===== config.mk =====
export PLATFORM = sky130hd
export DESIGN_NAME = sleep_wakeup_control
export DESIGN_NICKNAME = d
export VERILOG_FILES = /design/src/sleep_wakeup_pkg.sv /design/src/prog_if.sv /design/src/prog_serial.sv /design/src/sleep_wakeup_control.sv
export VERILOG_INCLUDE_DIRS = /design/src
export SDC_FILE = /design/constraint.sdc
export NUM_CORES = 1
export LEC_CHECK = 0
export BUFFER_PORTS_ARGS = -buffer_cell sky130_fd_sc_hd__buf_2
export CAP_MARGIN = 25
export CORE_ASPECT_RATIO = 0.7
export CORE_MARGIN = 4
export CORE_UTILIZATION = 40
export CTS_CLUSTER_DIAMETER = 60
export DETAILED_ROUTE_END_ITERATION = 10
export SYNTH_ARGS = -nofsm -noshare
export SYNTH_HDL_FRONTEND = slang
export SYNTH_SLANG_ARGS = --single-unit

===== constraint.sdc =====
create_clock -name mclk -period 14.4 [get_ports mclk]
set_input_delay 2.88 -clock mclk [delete_from_list [all_inputs] [get_ports mclk]]
set_output_delay 2.88 -clock mclk [all_outputs]
set_load 0.03 [all_outputs]

===== src/sleep_wakeup_map.svh =====
// Addresses, field positions, reset values and timing counts for sleep control.
`ifndef SLEEP_WAKEUP_MAP_SVH
`define SLEEP_WAKEUP_MAP_SVH

`define OPT_ADDR     8'h81
`define OPT_RESET    8'hFF
`define OPT_PSA      3
`define OPT_PS_HI    2
`define OPT_PS_LO    0

`define CFG_ADDR     14'h2007
`define CFG_RESET    8'hFF
`define CFG_MASTER_CLEAR_ENABLE    7
`define CFG_CP_HI    6
`define CFG_CP_LO    5
`define CFG_WATCHDOG_ENABLE_CFG     3
`define CFG_RC_MODE  2
`define CP_OFF       2'h3

`define STATUS_PD    3
`define STATUS_TO    4
`define STATUS_RESET 8'h18

`define ID_BASE      14'h2000
`define ID_LAST      14'h2003
`define ID_COUNT     4
`define ID_IDX_W     2
`define PC_START     14'h0000
`define VEC_ADDR     14'h0004

`define CMD_W        6
`define DATA_W       14
`define CMD_LAST     5'h05
`define DATA_LAST    5'h0D
`define DATA_CNT     5'h0E
`define CMD_LOAD     6'h02
`define CMD_READ     6'h04
`define CMD_INC      6'h06
`define CMD_LOAD_CFG 6'h01

`define TOSC_NS      8
`define MCLK_NS      8
`define OST_TOSC     1024
`define OST_CYC      ((`OST_TOSC * `TOSC_NS + `MCLK_NS - 1) / `MCLK_NS)

`endif


===== src/sleep_wakeup_pkg.sv =====
// Types and command decoding shared by the sleep control modules.
`include "sleep_wakeup_map.svh"
package sleep_wakeup_pkg;
  typedef logic [`CMD_W-1:0]  cmd_t;
  typedef logic [`DATA_W-1:0] word_t;

  typedef enum logic [2:0] {
    ST_RUN    = 3'h0,
    ST_SLEEP  = 3'h1,
    ST_OST    = 3'h2,
    ST_NEXT   = 3'h3,
    ST_DUMMY1 = 3'h4,
    ST_DUMMY2 = 3'h5
  } pwr_state_e;

  function automatic logic has_data(input cmd_t c);
    return (c == `CMD_LOAD) || (c == `CMD_READ) || (c == `CMD_LOAD_CFG);
  endfunction
endpackage


===== src/prog_if.sv =====
// Command and data words between the serial programming shifter and the control.
`timescale 1ns/1ps
interface prog_if;
  import sleep_wakeup_pkg::*;
  logic  cmd_valid;
  cmd_t  cmd;
  logic  data_valid;
  word_t wdata;
  word_t rdata;
  logic  pins_low;

  modport link (output cmd_valid, cmd, data_valid, wdata, pins_low, input rdata);
  modport core (input cmd_valid, cmd, data_valid, wdata, pins_low, output rdata);
endinterface


===== src/prog_serial.sv =====
// Serial shifter for the two-wire programming link.
`timescale 1ns/1ps
`include "sleep_wakeup_map.svh"
module prog_serial (
  input  logic  mclk,
  input  logic  sys_rst,
  input  logic  prog_mode,
  input  logic  clock_pin,
  input  logic  data_pin,
  output logic  data_out,
  output logic  data_oe,
  prog_if.link  pl
);
  import sleep_wakeup_pkg::*;

  logic       ck_s1, ck_s2, ck_s3, dt_s1, dt_s2;
  logic       in_data, rd, load_pend;
  logic [4:0] cnt;
  cmd_t       cmd_sh;
  word_t      sh;

  wire  rise     = ck_s2 & ~ck_s3;
  wire  fall     = ~ck_s2 & ck_s3;
  cmd_t cmd_now;
  assign cmd_now = {dt_s2, cmd_sh[`CMD_W-1:1]};
  wire  cmd_done = rise & ~in_data & (cnt == `CMD_LAST);
  wire  dat_done = rise & in_data & ~rd & (cnt == `DATA_LAST);
  wire  rd_done  = fall & in_data & rd & (cnt == `DATA_CNT);

  assign pl.pins_low = ~ck_s2 & ~dt_s2;

  // The data pin passes two flops and the clock three; the edge detector compares the second and third clock stages.
  always_ff @(posedge mclk or posedge sys_rst) begin
    if (sys_rst) begin
      {ck_s1, ck_s2, ck_s3, dt_s1, dt_s2} <= 5'h00;
    end else begin
      {ck_s1, ck_s2, ck_s3} <= {clock_pin, ck_s1, ck_s2};
      {dt_s1, dt_s2}        <= {data_pin, dt_s1};
    end
  end

  always_ff @(posedge mclk or posedge sys_rst) begin
    if (sys_rst) begin
      pl.cmd_valid  <= 1'b0;
      pl.data_valid <= 1'b0;
      pl.cmd        <= '0;
      pl.wdata      <= '0;
      load_pend     <= 1'b0;
    end else begin
      pl.cmd_valid  <= prog_mode & cmd_done;
      pl.data_valid <= prog_mode & dat_done;
      pl.cmd        <= cmd_now;
      pl.wdata      <= {dt_s2, sh[`DATA_W-1:1]};
      load_pend     <= prog_mode & cmd_done & (cmd_now == `CMD_READ);
    end
  end

  always_ff @(posedge mclk or posedge sys_rst) begin
    if (sys_rst) begin
      in_data  <= 1'b0;
      rd       <= 1'b0;
      cnt      <= 5'h00;
      cmd_sh   <= '0;
      sh       <= '0;
      data_out <= 1'b0;
      data_oe  <= 1'b0;
    end else if (!prog_mode) begin
      in_data <= 1'b0;
      rd      <= 1'b0;
      cnt     <= 5'h00;
      data_oe <= 1'b0;
    end else begin
      if (cmd_done) begin
        cnt     <= 5'h00;
        in_data <= has_data(cmd_now);
        rd      <= (cmd_now == `CMD_READ);
      end else if (dat_done || rd_done) begin
        cnt     <= 5'h00;
        in_data <= 1'b0;
      end else if (rise) begin
        cnt <= cnt + 5'h01;
      end
      if (rise && !in_data) begin
        cmd_sh <= cmd_now;
      end
      // Read words go out low bit first, changing on each rising clock.
      if (load_pend) begin
        sh <= pl.rdata;
      end else if (rise && in_data && !rd) begin
        sh <= {dt_s2, sh[`DATA_W-1:1]};
      end else if (rise && in_data && rd) begin
        data_out <= sh[0];
        sh       <= sh >> 1;
      end
      if (rise && in_data && rd) begin
        data_oe <= 1'b1;
      end else if (rd_done) begin
        data_oe <= 1'b0;
      end
    end
  end
endmodule // prog_serial


===== src/sleep_wakeup_control.sv =====
// Sleep entry, wake-up sequencing, watchdog and program/verify control.
`timescale 1ns/1ps
`include "sleep_wakeup_map.svh"
module sleep_wakeup_control #(
  parameter logic [7:0] WDT_BASE_TICKS = 8'hFF
) (
  input  logic                    mclk,
  input  logic                    sys_rst,
  input  logic                    sleep_exec,
  input  logic                    clear_watchdog_instr,
  input  logic                    global_irq_enable,
  input  logic                    ext_edge_irq_flag,
  input  logic                    ext_edge_irq_en,
  input  logic                    port_change_flag,
  input  logic                    port_change_en,
  input  logic                    adc_flag,
  input  logic                    adc_en,
  input  logic                    adc_rc_clock,
  input  logic [7:0]              reg_addr,
  input  logic                    reg_wr,
  input  logic [7:0]              reg_wdata,
  input  logic                    master_clear_pin_n,
  input  logic                    programming_high_level,
  input  logic                    wdt_rc_clock,
  input  logic                    prog_clock_pin,
  input  logic                    prog_data_pin,
  input  sleep_wakeup_pkg::word_t pmem_rdata,
  output logic [7:0]              reg_rdata,
  output logic [7:0]              status_flags,
  output logic                    osc_enable,
  output logic                    pin_hold,
  output logic                    sleeping,
  output logic                    prefetch_next,
  output logic                    resume_exec,
  output logic                    dummy_cycle,
  output logic                    vector_req,
  output sleep_wakeup_pkg::word_t vector_pc,
  output logic                    device_reset,
  output logic                    prog_mode,
  output logic                    prog_data_out,
  output logic                    prog_data_oe,
  output sleep_wakeup_pkg::word_t pmem_addr,
  output sleep_wakeup_pkg::word_t pmem_wdata,
  output logic                    pmem_wr
);
  import sleep_wakeup_pkg::*;

  localparam logic [10:0] OST_LAST = 11'(`OST_CYC - 1);
  localparam int          OST_CYC_I = `OST_CYC;

  function automatic logic is_id(input word_t a);
    return (a >= `ID_BASE) && (a <= `ID_LAST);
  endfunction

  function automatic logic is_pmem(input word_t a);
    return a < `ID_BASE;
  endfunction

  pwr_state_e  state, next_state;
  logic [7:0]  option, cfg, next_status, next_rdata;
  logic        master_clear_pin_s1, master_clear_pin_s2, hv_s1, hv_s2, hv_s3;
  logic        tk_s1, tk_s2, tk_s3, irq_woke;
  logic [15:0] wdt_cnt;
  logic [10:0] ost_cnt;
  cmd_t        cmd_last;
  word_t       id_mem [`ID_COUNT];
  word_t       next_prog_rdata;

  prog_if pl ();

  prog_serial u_serial (
    .mclk      (mclk),
    .sys_rst   (sys_rst),
    .prog_mode (prog_mode),
    .clock_pin (prog_clock_pin),
    .data_pin  (prog_data_pin),
    .data_out  (prog_data_out),
    .data_oe   (prog_data_oe),
    .pl        (pl.link)
  );

  // Configuration and option fields.
  wire       master_clear_enable = cfg[`CFG_MASTER_CLEAR_ENABLE];
  wire       watchdog_enable_cfg = cfg[`CFG_WATCHDOG_ENABLE_CFG];
  wire       rc_osc_mode         = cfg[`CFG_RC_MODE];
  wire       cp_off              = cfg[`CFG_CP_HI:`CFG_CP_LO] == `CP_OFF;
  wire       prescaler_assign    = option[`OPT_PSA];
  wire [2:0] prescale_sel        = option[`OPT_PS_HI:`OPT_PS_LO];

  // Wake-capable interrupt terms.
  wire irq_ext  = ext_edge_irq_flag & ext_edge_irq_en;
  wire irq_port = port_change_flag & port_change_en;
  wire irq_adc  = adc_flag & adc_en & adc_rc_clock;
  wire wake_irq = irq_ext | irq_port | irq_adc;

  // Sleep decisions.
  wire in_run    = state == ST_RUN;
  wire in_sleep  = state == ST_SLEEP;
  wire sleep_nop = sleep_exec & in_run & wake_irq & ~global_irq_enable;
  wire sleep_go  = sleep_exec & in_run & ~sleep_nop;
  wire master_clear_pin_rst  = master_clear_enable & ~master_clear_pin_s2 & ~prog_mode;

  // Watchdog counts ticks of its own RC clock, so it keeps running in sleep.
  wire        tick_rise = tk_s2 & ~tk_s3;
  wire        wdt_clr   = clear_watchdog_instr | sleep_go;
  wire [15:0] wdt_base  = {8'h00, WDT_BASE_TICKS};
  wire [15:0] wdt_limit = prescaler_assign ? (wdt_base << prescale_sel) : wdt_base;
  wire        wdt_to    = watchdog_enable_cfg & tick_rise & ~wdt_clr
                          & (wdt_cnt == wdt_limit - 16'h0001);
  wire        wake      = wake_irq | wdt_to;
  wire        ost_done  = ost_cnt == OST_LAST;

  // Programming link decoding.
  wire hv_rise  = hv_s2 & ~hv_s3;
  wire load_cmd = pl.data_valid & (cmd_last == `CMD_LOAD);
  wire opt_hit  = reg_addr == `OPT_ADDR;

  assign next_rdata = opt_hit ? option : 8'h00;

  always_comb begin
    if (is_id(pmem_addr)) begin
      next_prog_rdata = id_mem[pmem_addr[`ID_IDX_W-1:0]];
    end else if (pmem_addr == `CFG_ADDR) begin
      next_prog_rdata = {6'h00, cfg};
    end else if (is_pmem(pmem_addr) && cp_off) begin
      next_prog_rdata = pmem_rdata;
    end else begin
      next_prog_rdata = '0;
    end
  end

  always_comb begin
    next_state = state;
    unique case (state)
      ST_RUN: begin
        if (sleep_go) next_state = ST_SLEEP;
      end
      ST_SLEEP: begin
        if (wake) next_state = rc_osc_mode ? ST_NEXT : ST_OST;
      end
      ST_OST: begin
        if (ost_done) next_state = ST_NEXT;
      end
      ST_NEXT: begin
        next_state = (global_irq_enable & irq_woke) ? ST_DUMMY1 : ST_RUN;
      end
      ST_DUMMY1: begin
        next_state = ST_DUMMY2;
      end
      ST_DUMMY2: begin
        next_state = ST_RUN;
      end
      default: begin
        next_state = ST_RUN;
      end
    endcase
    if (master_clear_pin_rst) next_state = ST_RUN;
  end

  // A time-out that coincides with a clear is dropped, since the clear restarts the count.
  always_comb begin
    next_status = status_flags;
    if (clear_watchdog_instr) begin
      next_status[`STATUS_PD] = 1'b1;
      next_status[`STATUS_TO] = 1'b1;
    end
    if (sleep_go) begin
      next_status[`STATUS_PD] = 1'b0;
      next_status[`STATUS_TO] = 1'b1;
    end
    if (wdt_to) next_status[`STATUS_TO] = 1'b0;
  end

  always_ff @(posedge mclk or posedge sys_rst) begin
    if (sys_rst) begin
      {master_clear_pin_s1, master_clear_pin_s2} <= 2'h3;
      {hv_s1, hv_s2, hv_s3} <= 3'h0;
      {tk_s1, tk_s2, tk_s3} <= 3'h0;
    end else begin
      {master_clear_pin_s1, master_clear_pin_s2}    <= {master_clear_pin_n, master_clear_pin_s1};
      {hv_s1, hv_s2, hv_s3} <= {programming_high_level, hv_s1, hv_s2};
      {tk_s1, tk_s2, tk_s3} <= {wdt_rc_clock, tk_s1, tk_s2};
    end
  end

  always_ff @(posedge mclk or posedge sys_rst) begin
    if (sys_rst) begin
      state        <= ST_RUN;
      status_flags <= `STATUS_RESET;
      irq_woke     <= 1'b0;
      ost_cnt      <= 11'h000;
      wdt_cnt      <= 16'h0000;
    end else begin
      state        <= next_state;
      status_flags <= next_status;
      if (in_sleep && wake) irq_woke <= wake_irq;
      ost_cnt <= (state == ST_OST) ? ost_cnt + 11'h001 : 11'h000;
      if (wdt_clr || wdt_to || !watchdog_enable_cfg) begin
        wdt_cnt <= 16'h0000;
      end else if (tick_rise) begin
        wdt_cnt <= wdt_cnt + 16'h0001;
      end
    end
  end

  // Sleep, hold, oscillator, resume and dummy outputs follow the next state so they line up with it; vector_req follows the present state.
  always_ff @(posedge mclk or posedge sys_rst) begin
    if (sys_rst) begin
      sleeping      <= 1'b0;
      pin_hold      <= 1'b0;
      osc_enable    <= 1'b1;
      prefetch_next <= 1'b0;
      resume_exec   <= 1'b0;
      dummy_cycle   <= 1'b0;
      vector_req    <= 1'b0;
      vector_pc     <= '0;
      device_reset  <= 1'b0;
      reg_rdata     <= 8'h00;
    end else begin
      sleeping      <= next_state == ST_SLEEP;
      pin_hold      <= next_state == ST_SLEEP;
      osc_enable    <= next_state != ST_SLEEP;
      prefetch_next <= sleep_exec & in_run;
      resume_exec   <= next_state == ST_NEXT;
      dummy_cycle   <= (next_state == ST_DUMMY1) | (next_state == ST_DUMMY2);
      vector_req    <= (state == ST_DUMMY2) & ~master_clear_pin_rst;
      if (state == ST_DUMMY2) vector_pc <= `VEC_ADDR;
      device_reset  <= master_clear_pin_rst | (wdt_to & ~in_sleep);
      reg_rdata     <= next_rdata;
    end
  end

  // Option register; its value is applied at once, so clearing first is up to software.
  always_ff @(posedge mclk or posedge sys_rst) begin
    if (sys_rst) begin
      option <= `OPT_RESET;
    end else if (reg_wr && opt_hit) begin
      option <= reg_wdata;
    end
  end

  always_ff @(posedge mclk or posedge sys_rst) begin
    if (sys_rst) begin
      prog_mode <= 1'b0;
      pmem_addr <= `PC_START;
      cmd_last  <= '0;
      cfg       <= `CFG_RESET;
      pmem_wr   <= 1'b0;
      pmem_wdata <= '0;
      pl.rdata  <= '0;
      for (int i = 0; i < `ID_COUNT; i++) id_mem[i] <= '0;
    end else begin
      prog_mode  <= hv_s2 & (prog_mode | (hv_rise & pl.pins_low));
      pl.rdata   <= next_prog_rdata;
      pmem_wr    <= prog_mode & load_cmd & is_pmem(pmem_addr);
      pmem_wdata <= pl.wdata;
      if (!prog_mode) begin
        pmem_addr <= `PC_START;
      end else if (pl.cmd_valid) begin
        cmd_last <= pl.cmd;
        if (pl.cmd == `CMD_INC) pmem_addr <= pmem_addr + 14'h0001;
        if (pl.cmd == `CMD_LOAD_CFG) pmem_addr <= `ID_BASE;
      end
      if (prog_mode && load_cmd && is_id(pmem_addr)) begin
        id_mem[pmem_addr[`ID_IDX_W-1:0]] <= pl.wdata;
      end
      if (prog_mode && load_cmd && pmem_addr == `CFG_ADDR) begin
        cfg <= pl.wdata[7:0];
      end
    end
  end
endmodule // sleep_wakeup_control


==> results.toml, run 1 <==
[outcome]
status = "finished, final reports clean"

[power]
power_frac_seq_pct = 48.8
swShare_pct = 24.2
combPwrFrac_pct = 7.5
cellInternalPower_uw = 1090
pwr-share-clk_pct = 43.7
power_density_nw_per_um2 = 124
irDropWorstVdd_uv = 113
p_leak_uw = 0.00548
switchingPower_uw = 347

[die]
die_area_sq_um = 27900
rows = 48
ios = 118
dieWidth_microns = 198
initial_utilization_pct = 40.8
core-area_sq_um = 24700
die_h_microns = 141

[place]
place_congestion = 0.791
place.detailed.hpwl_mm = 14.1
dp.cells = 1211
portBuffers = 98

[min_path]
min_path_type = "flip-flop to flip-flop"
min_from = "u_serial.ck_s1"

[timing]
setup_viol = 0
period_needed_ns = 4.64
tightest_slew_ns = 0.929
grt_setup_unrepaired = "false"
whs_ns = 0.348
hold_violations = 0
slew_headroom_pct = 37.8
final.setup.tns_ns = 0
finClkSkew_ns = 0.00891
slew_violations = 0
fmax_mhz = 215
fin_crit_sh_pct = 32.2

[clock_tree]
cts_resized = 0
clock_path_buffers = 3
htreeDepth = 1
insertion_delay_ns = 0.52
cts-buffers-inserted = 24
postCtsSetupBuffers = 0
cts_root_buf = "clkbuf_16"
cts_tree = "yes"
clkSinkCount = 234
hold_buffers = 0
clk_pin_slew_ns = 0.06

[route]
viasPerCell = 5.02
drtAntennaViolNets = 0
vias = 6304
routedWlPerCell_microns = 16.9
wl_mm = 21.2
drt_iter0_markers = 293
drtPass1Iterations = 4
drc_errors = 0

[global_route]
grt_pass1_wl_mm = 34.7
grt_max_degree = 99
grt_pass1_vias = 6311
overflow = 0
grt_usage_pct = 15.3
grt_antenna_before_repair = 0

[synthesis]
ys_seq_elements = 234
synthTopCellsByArea = "dfrtp_1 53%, mux2_2 9.5%, dfstp_2 5.5%, mux4_2 3.1%, xor2_1 2.6%"
synth_top_area_share_pct = 52.8
synthArstFlopShare_pct = 100
synth_ff_type = "dfrtp_1"
yosys.area.top_type = "dfrtp_1"
synth_warnings = 0
yosysUniqueCellTypes = 63
synth_area_per_cell_sq_um = 12.3
synthCells = 819
synth_area_sq_um = 10100
ys_seq_area_share_pct = 58.2
synth_edf_count = 0

[setup_path]
crit_arrival_ns = 5.17
r2r_start = "prog_mode"
worst-endpoint-required_ns = 14.93
path_buf_inv = 4
cp_common_cell = "buf_4"
cpLargestDelayFamily = "buffers and inverters"
crit_fanout = 98
end_kind = "asynchronous set/reset pin"
startpoint = "sys_rst"
max_stage_delay_ns = 0.82
slowest_stage = "buf_4"
worstSetupStartpointType = "input pin"
cp_cell_sequence = "buf_2 > inv_8 > buf_4 > buf_4"
crit_type = "input pin to asynchronous set/reset pin"

[final_layout]
area_growth_pct = 15.3
diodes = 0
fin_cells = 1257
fin_nets = 972
drive_gt1_share_pct = 29.4

[job]
maxCapViolations = 0
==> final cells by class <==
| cell class | count | area, sq um |
|---|---|---|
| fillers | 2275 | 13100 |
| inverters | 12 | 52.6 |
| clock inverters | 10 | 119 |
| well taps | 325 | 407 |
| flip-flops and latches | 234 | 5880 |
| multi-input cells | 536 | 3930 |
| repair buffers | 106 | 558 |
| clock buffers | 34 | 698 |
==> final timing paths <==
path / end / slack, ns / cells after the start
setup reg to reg: id_mem[5] / 11.42 / 5
max in group mclk: prog_mode / 9.83 / 1
hold / removal: u_serial.ck_s2 / 0.35 / 0
hold reg to reg: u_serial.ck_s2 / 0.35 / 0
min in group asynchronous: id_mem[8] / 2.45 / 2
setup / recovery: tk_s3 / 9.76 / 4
==> logic make-up (layout without fill, tap and decap cells) <==
family | Yosys count | after routing | synth area share, %
and+or+nand+nor | 268 | 268 | 13.7
DFF | 234 | 234 | 58.2
muxes | 116 | 116 | 14.3
AOI/OAI and AO/OA | 84 | 84 | 5.59
buffers and inverters | 67 | 162 | 3.57
xor gates and xnor gates | 39 | 39 | 3.38
adders and majority gates | 10 | 10 | 1.24
other | 1 | 19 | 0.0371
==> per-layer routing <==
layer / track usage, % / part of all wire (%)
met2: 21.2 / 41
met3: 2.56 / 4.7
met5: 0 / 0
met1: 25.1 / 53
met4: 2.97 / 1.5
==> cell usage after synthesis (2+ instances only) <==
cell type	number
nor3b_1	3
and4_1	4
dfstp_2	21
buf_4	27
and3_1	7
nand4b_1	2
a21oi_1	12
o31a_1	2
nand4_1	18
nand3b_1	3
ha_1	10
o21a_1	4
and2_1	19
nor2b_1	7
nor4b_1	4
and4b_1	4
nand3_1	22
o21bai_1	2
clkbuf_1	20
a21o_1	4
dfrtp_1	213
or2_2	2
nor3_2	3
nand2_1	63
a2111oi_0	2
nand2b_1	12
mux2i_1	17
mux4_2	14
a22oi_1	10
nor4_1	4
nor2_1	69
nor3_1	11
o21ai_0	27
inv_1	12
nor4bb_1	2
a22o_1	7
buf_2	5
xnor2_1	9
buf_1	2
xor2_1	30
mux2_2	85
or3_1	4
==> cell usage in the layout (no fill, tap or decap), drive strengths merged, types with 21 or more instances in the layout <==
master	n
clkbuf	35
xor2	30
mux2	85
o21ai	28
nor2	69
dfrtp	213
nand3	22
dfstp	21
nand2	63
buf	105
==> power by group through the flow <==
stage / clock (uW) / sequential [uW] / combinational (uW)
2_1_floorplan: 0 / 723 / 70.8
3_3_place_gp: 0 / 713 / 108
3_5_place_dp: 0 / 714 / 108
4_1_cts: 650 / 702 / 109
5_1_grt: 680 / 706 / 119
6_report: 629 / 702 / 107
==> metrics by stage <==
stage / util (%) / cell area (sq um) / worst slack [ns] / total power [uW]
finish: 47.1 / 11600 / 9.76 / 1440
global route: 47.1 / 11600 / 9.30 / 1500
CTS: 47.0 / 11600 / 9.50 / 1460
detailed placement: 43.7 / 10800 / 9.05 / 823
global placement: 43.7 / 10800 / 9.06 / 822
floorplan: - / 10200 / 5.14 / 793
==> worst register-to-register path, delay by kind of cell, from the launching register on <==
family	cells	cell delay (ns)
AND/OR/NAND/NOR	4	1.61
multiplexers	1	0.42
flip-flops	1	0.85
==> registers in the layout (all words and copies together) (netlist names), 2 cells and up <==
signal             cells
u_serial.cnt           5
pmem_wdata            14
state                  3
ost_cnt               11
status_flags           2
u_serial.sh           14
u_serial.pl.cmd        6
option                 8
cfg                    8
pmem_addr             14
u_serial.pl.wdata     13
cmd_last               6
u_serial.cmd_sh        5
reg_rdata              8
pl.rdata              14
id_mem                56
wdt_cnt               16
No activity file was read; power rests on OpenSTA's default activity.
==> inputs of run 2 (changes only) <==
- ABC_AREA: not set -> 1
- clock period: 14.4 -> 4.6 ns (I/O delays scaled with it)
==> run 2 against run 1 <==
Synthesized cell count increased by 37%. Cell area increased by 1.5%. Critical path depth decreased by 2. Count of clock-buffer cells in the layout decreased by 3. Critical endpoint is now pmem_addr[0]. Power increased to 3.2 times the previous value. Via count increased by 24%. Area after synthesis increased by 1.5%. Wire length increased by 11%.
==> results.toml, run 2 <==
[global_route]
grt_pass1_wl_mm = 39.0
overflow = 0
grt_antenna_before_repair = 0
grt_max_degree = 124
grt_usage_pct = 16.8
grt_pass1_vias = 7374

[clock_tree]
insertion_delay_ns = 0.51
cts_resized = 0
clkSinkCount = 234
clock_path_buffers = 3
htreeDepth = 1
cts_root_buf = "clkbuf_16"
hold_buffers = 0
cts_tree = "yes"
cts-buffers-inserted = 24
postCtsSetupBuffers = 0
clk_pin_slew_ns = 0.06

[route]
drtPass1Iterations = 5
drtAntennaViolNets = 0
viasPerCell = 4.99
drc_errors = 0
drt_iter0_markers = 556
vias = 7832
routedWlPerCell_microns = 15.1
wl_mm = 23.6

[timing]
finClkSkew_ns = 0.00821
slew_headroom_pct = 44.7
hold_violations = 0
final.setup.tns_ns = 0
setup_ws_ns = 2.04
slew_violations = 0
tightest_slew_ns = 0.826
fin_crit_sh_pct = 55.7
grt_setup_unrepaired = "false"
fmax_mhz = 390
setup_viol = 0
period_needed_ns = 2.56

[job]
maxCapViolations = 0

[synthesis]
synth_area_sq_um = 10300
synthTopCellsByCount = "213 x dfrtp_1, 199 x nand2_1, 130 x inv_1, 117 x nor2_1, 94 x o21ai_0"
synthCells = 1126
synth_ff_type = "dfrtp_1"
yosysUniqueCellTypes = 48
synth_top_area_share_pct = 52.0
synth_warnings = 0
synth_area_per_cell_sq_um = 9.11
synthTopCellsByArea = "dfrtp_1 52%, nand2_1 7.3%, dfstp_2 5.4%, inv_1 4.8%, o21ai_0 4.6%"
synthArstFlopShare_pct = 100
synth_edf_count = 0
synth.most_common_cell = "dfrtp_1"
ys_seq_elements = 234
ys_seq_area_share_pct = 57.4
yosys.area.top_type = "dfrtp_1"

[die]
dieWidth_microns = 199
initial_utilization_pct = 41.1
ios = 118
die_h_microns = 142
rows = 48
core-area_sq_um = 24900
die_area_sq_um = 28300

[setup_path]
slowest_stage = "dfrtp_1"
worstSetupStartpointType = "flip-flop"
worst-endpoint-required_ns = 3.68
cp_cell_sequence = "buf_4 > buf_2"
crit_fanout = 26
max_stage_delay_ns = 0.50
crit_type = "flip-flop to primary output"
end_kind = "primary output"
crit_arrival_ns = 1.64
r2r_setup_slack_ns = 2.09

[place]
dpl_worst_slack_ns = 2.01
place.detailed.hpwl_mm = 16.4
place_congestion = 0.839
place_area_sq_um = 11000
portBuffers = 98

[final_layout]
area_growth_pct = 15.3
top_regs = "id_mem: 56 flops, wdt_cnt: 16 flops"
fin_nets = 1285
diodes = 0
design_area_sq_um = 11800
drive_gt1_share_pct = 17.1
layout_commonest_cell = "dfrtp_1"
largest_reg_flops = 56
top_register = "id_mem"
final_cell_mix = "213 x dfrtp_1, 199 x nand2_1, 129 x inv_1"

[outcome]
status = "finished, final reports clean"

[power]
irDropWorstVdd_uv = 252
power_uw = 4570
p_leak_uw = 0.00578
power_density_nw_per_um2 = 387

[min_path]
min_path_type = "flip-flop to flip-flop"
==> run 2: cell types whose count changed after synthesis, moves of 48 or more <==
cell / delta
inv_1: +118
o21ai_0: +67
nor2_1: +48
mux2_2: -81
o21ai_1: +58
nand2_1: +136
==> run 2: final timing paths <==
kind                       cells after the start          from            endpoint
min in group asynchronous                      2       sys_rst  u_serial.cmd_sh[3]
min                                            0         hv_s1               hv_s2
max in group asynchronous                      3       sys_rst       pmem_wdata[8]
min reg2reg                                    0         hv_s1               hv_s2
max                                            2  pmem_addr[0]        pmem_addr[0]
max reg2reg                                    6  pmem_addr[7]          id_mem[33]
==> run 2: through the flow <==
step / std cells / utilization [%] / hold WS, ns
3_5_place_dp: 1525 / 44.1 / 0.337
5_1_grt: 1569 / 47.4 / 0.359
3_3_place_gp: 1525 / 44.1 / 0.333
2_1_floorplan: 1144 / - / 0.331
6_report: 1569 / 47.4 / 0.348
4_1_cts: 1568 / 47.3 / 0.351
==> run 2: worst max-delay path: cells and delay by family (launching register included) <==
| family | cells | cell delay [ns] |
|---|---|---|
| buffers and inverters | 2 | 0.64 |
| flip-flops | 1 | 0.50 |
==> run 2: routing by layer <==
| layer | global-route usage (%) | vias to the layer above | part of all wire (%) |
|---|---|---|---|
| met3 | 2.82 | 33 | 5.0 |
| met1 | 27.7 | 3743 | 53 |
| li1 | - | 3878 | - |
| met5 | 0 | - | 0 |
| met4 | 3.07 | 0 | 1.6 |
| met2 | 23.3 | 178 | 41 |
==> run 2: cell type report <==
class | instances | area, sq um
multi-input cells | 725 | 3640
inverters | 136 | 514
well taps | 325 | 407
flip-flops and latches | 234 | 5880
clock inverters | 12 | 124
repair buffers | 106 | 583
clock buffers | 31 | 678
fillers | 2381 | 13100
==> run 2: report_power, final <==
group          internal (uW)  switching (uW)  total, uW
clock network           1160             808       1970
registers               2140            45.7       2180
logic                    116             308        423
==> run 2: cells by family after synthesis <==
group | count (synthesis) | synth area share [%]
flip-flops | 234 | 57.4
multiplexers | 4 | 0.439
other | 1 | 0.0366
AO/OA/AOI/OAI | 224 | 12.0
XOR/XNOR | 10 | 0.854
adder cells (fa/ha/maj) | 10 | 1.22
buffers and inverters | 185 | 7.86
AND/OR/NAND/NOR | 458 | 20.2
==> inputs of run 3 (changes only) <==
- clock period: 4.6 -> 2.5 ns (I/O delays scaled with it)
==> run 3 against run 2 <==
Clock skew increased by 0.0049 ns. Count of clock-buffer cells in the layout unchanged. Worst setup slack got worse by 1.9 ns. Largest cell class unchanged.
==> results.toml, run 3 (same netlist as run 2, synthesis figures left out) <==
[outcome]
status = "finished, final reports clean"

[route]
drc_errors = 0
drt_iter0_markers = 542
drtAntennaViolNets = 0
viasPerCell = 4.94
vias = 7847
drtPass1Iterations = 5
wl_mm = 24.3
routedWlPerCell_microns = 15.3

[die]
die_area_sq_um = 28300
ios = 118
core-area_sq_um = 24900
initial_utilization_pct = 41.1
rows = 48
die_h_microns = 142
dieWidth_microns = 199

[power]
power_density_nw_per_um2 = 722
p_leak_uw = 0.00589
irDropWorstVdd_uv = 434
power_uw = 8690

[global_route]
grt_max_degree = 74
grt_pass1_wl_mm = 39.4
grt_pass1_vias = 7371
overflow = 0
grt_usage_pct = 17.0
grt_antenna_before_repair = 0

[clock_tree]
cts_tree = "yes"
clkSinkCount = 234
insertion_delay_ns = 0.52
htreeDepth = 1
clk_pin_slew_ns = 0.06
cts-buffers-inserted = 24
clock_path_buffers = 3
cts_root_buf = "clkbuf_16"

[setup_path]
worst-endpoint-required_ns = 2.93
crit_type = "flip-flop to flip-flop"
crit_fanout = 15
worstSetupStartpointType = "flip-flop"
crit_arrival_ns = 2.76
end_kind = "flip-flop"

[final_layout]
top_regs = "id_mem: 56 flops, wdt_cnt: 16 flops"
layout_commonest_cell = "dfrtp_1"
largest_reg_flops = 56
diodes = 0
final_cell_mix = "213 x dfrtp_1, 199 x nand2_1, 129 x inv_1"
area_growth_pct = 17.4
drive_gt1_share_pct = 18.1
utilization_pct = 48.3
top_register = "id_mem"
fin_nets = 1303

[timing]
final.setup.tns_ns = 0
period_needed_ns = 2.33
fin_crit_sh_pct = 93.0
fmax_mhz = 430
slew_headroom_pct = 59.5
hold_violations = 0
setup_viol = 0
tightest_slew_ns = 0.607
slew_violations = 0
grt_setup_unrepaired = "false"
finClkSkew_ns = 0.0131

[place]
place.detailed.hpwl_mm = 16.8
place_congestion = 0.854
portBuffers = 98

[job]
maxCapViolations = 0

[min_path]
min_path_type = "input pin to asynchronous set/reset pin"
-- run 3: cell types whose count changed in the layout (fill, tap and decap cells not counted) --
cell and delta:
buf_16 -1, buf_12 +4, clkbuf_8 -2, clkbuf_1 +2
nand2_4 -1, nand2_8 +1, clkinv_4 -2, bufinv_16 +3
clkinvlp_4 -1, buf_4 +15
-- run 3: layout make-up --
class	instances	area, sq um
fill	2362	12900
sequential	234	5880
clock buffer	31	658
clock inverter	12	189
multi-input combinational	725	3640
timing repair buffer	124	748
tap	325	407
inverter	136	514
-- run 3: where the power goes --
group / switching [uW] / total (uW) / internal, uW
sequential: 81.9 / 4010 / 3930
clock: 1480 / 3860 / 2380
combinational: 580 / 822 / 242
-- run 3: timing repair --
item	CTS	global route
endpoints found under the hold margin	0	0
hold buffers	0	0
setup endpoints to repair	0	6
setup buffers	0	7
resized for setup	0	1
-- run 3: worst max-delay path, stage by stage (launching register included) --
cell and delay [ns]:
dfstp_2 0.63, o21ai_0 0.15, nand2_1 0.09, ha_1 0.23, xor2_1 0.22, inv_1 0.06, nand2_1 0.07, nand2_1 0.05
nand3_1 0.09, nor2_2 0.05, nand2_4 0.10, nand3_4 0.17, o21bai_1 0.21, a21oi_1 0.12
-- run 3: metal layers --
metal	track usage, %	vias up	wire length [microns]
li1	-	3904	-
met1	27.6	3719	12500
met2	24.1	189	10000
met3	2.86	35	1340
met4	3.29	0	446
met5	0	-	0
-- run 3: worst paths after layout --
kind,start,to,slack [ns],depth (start not counted)
setup / recovery,option[3],wdt_cnt[15],0.17,13
hold / removal,sys_rst,u_serial.dt_s1,0.05,2
setup reg to reg,option[3],wdt_cnt[15],0.17,13
hold reg to reg,u_serial.ck_s1,u_serial.ck_s2,0.35,0
max in group asynchronous,sys_rst,cfg[7],1.63,3
min in group mclk,master_clear_pin_n,master_clear_pin_s1,0.09,1
-- run 3: per-stage QoR --
stage	cell area (sq um)	hold WS, ns	cells	setup slack [ns]
after floorplan	10300	0.331	1144	-1.05
after global placement	11100	0.333	1537	0.228
after detailed placement	11100	0.338	1537	0.145
after CTS	12000	0.0632	1580	0.129
after global routing	12000	0.0733	1587	0.00711
final	12000	0.0521	1587	0.174
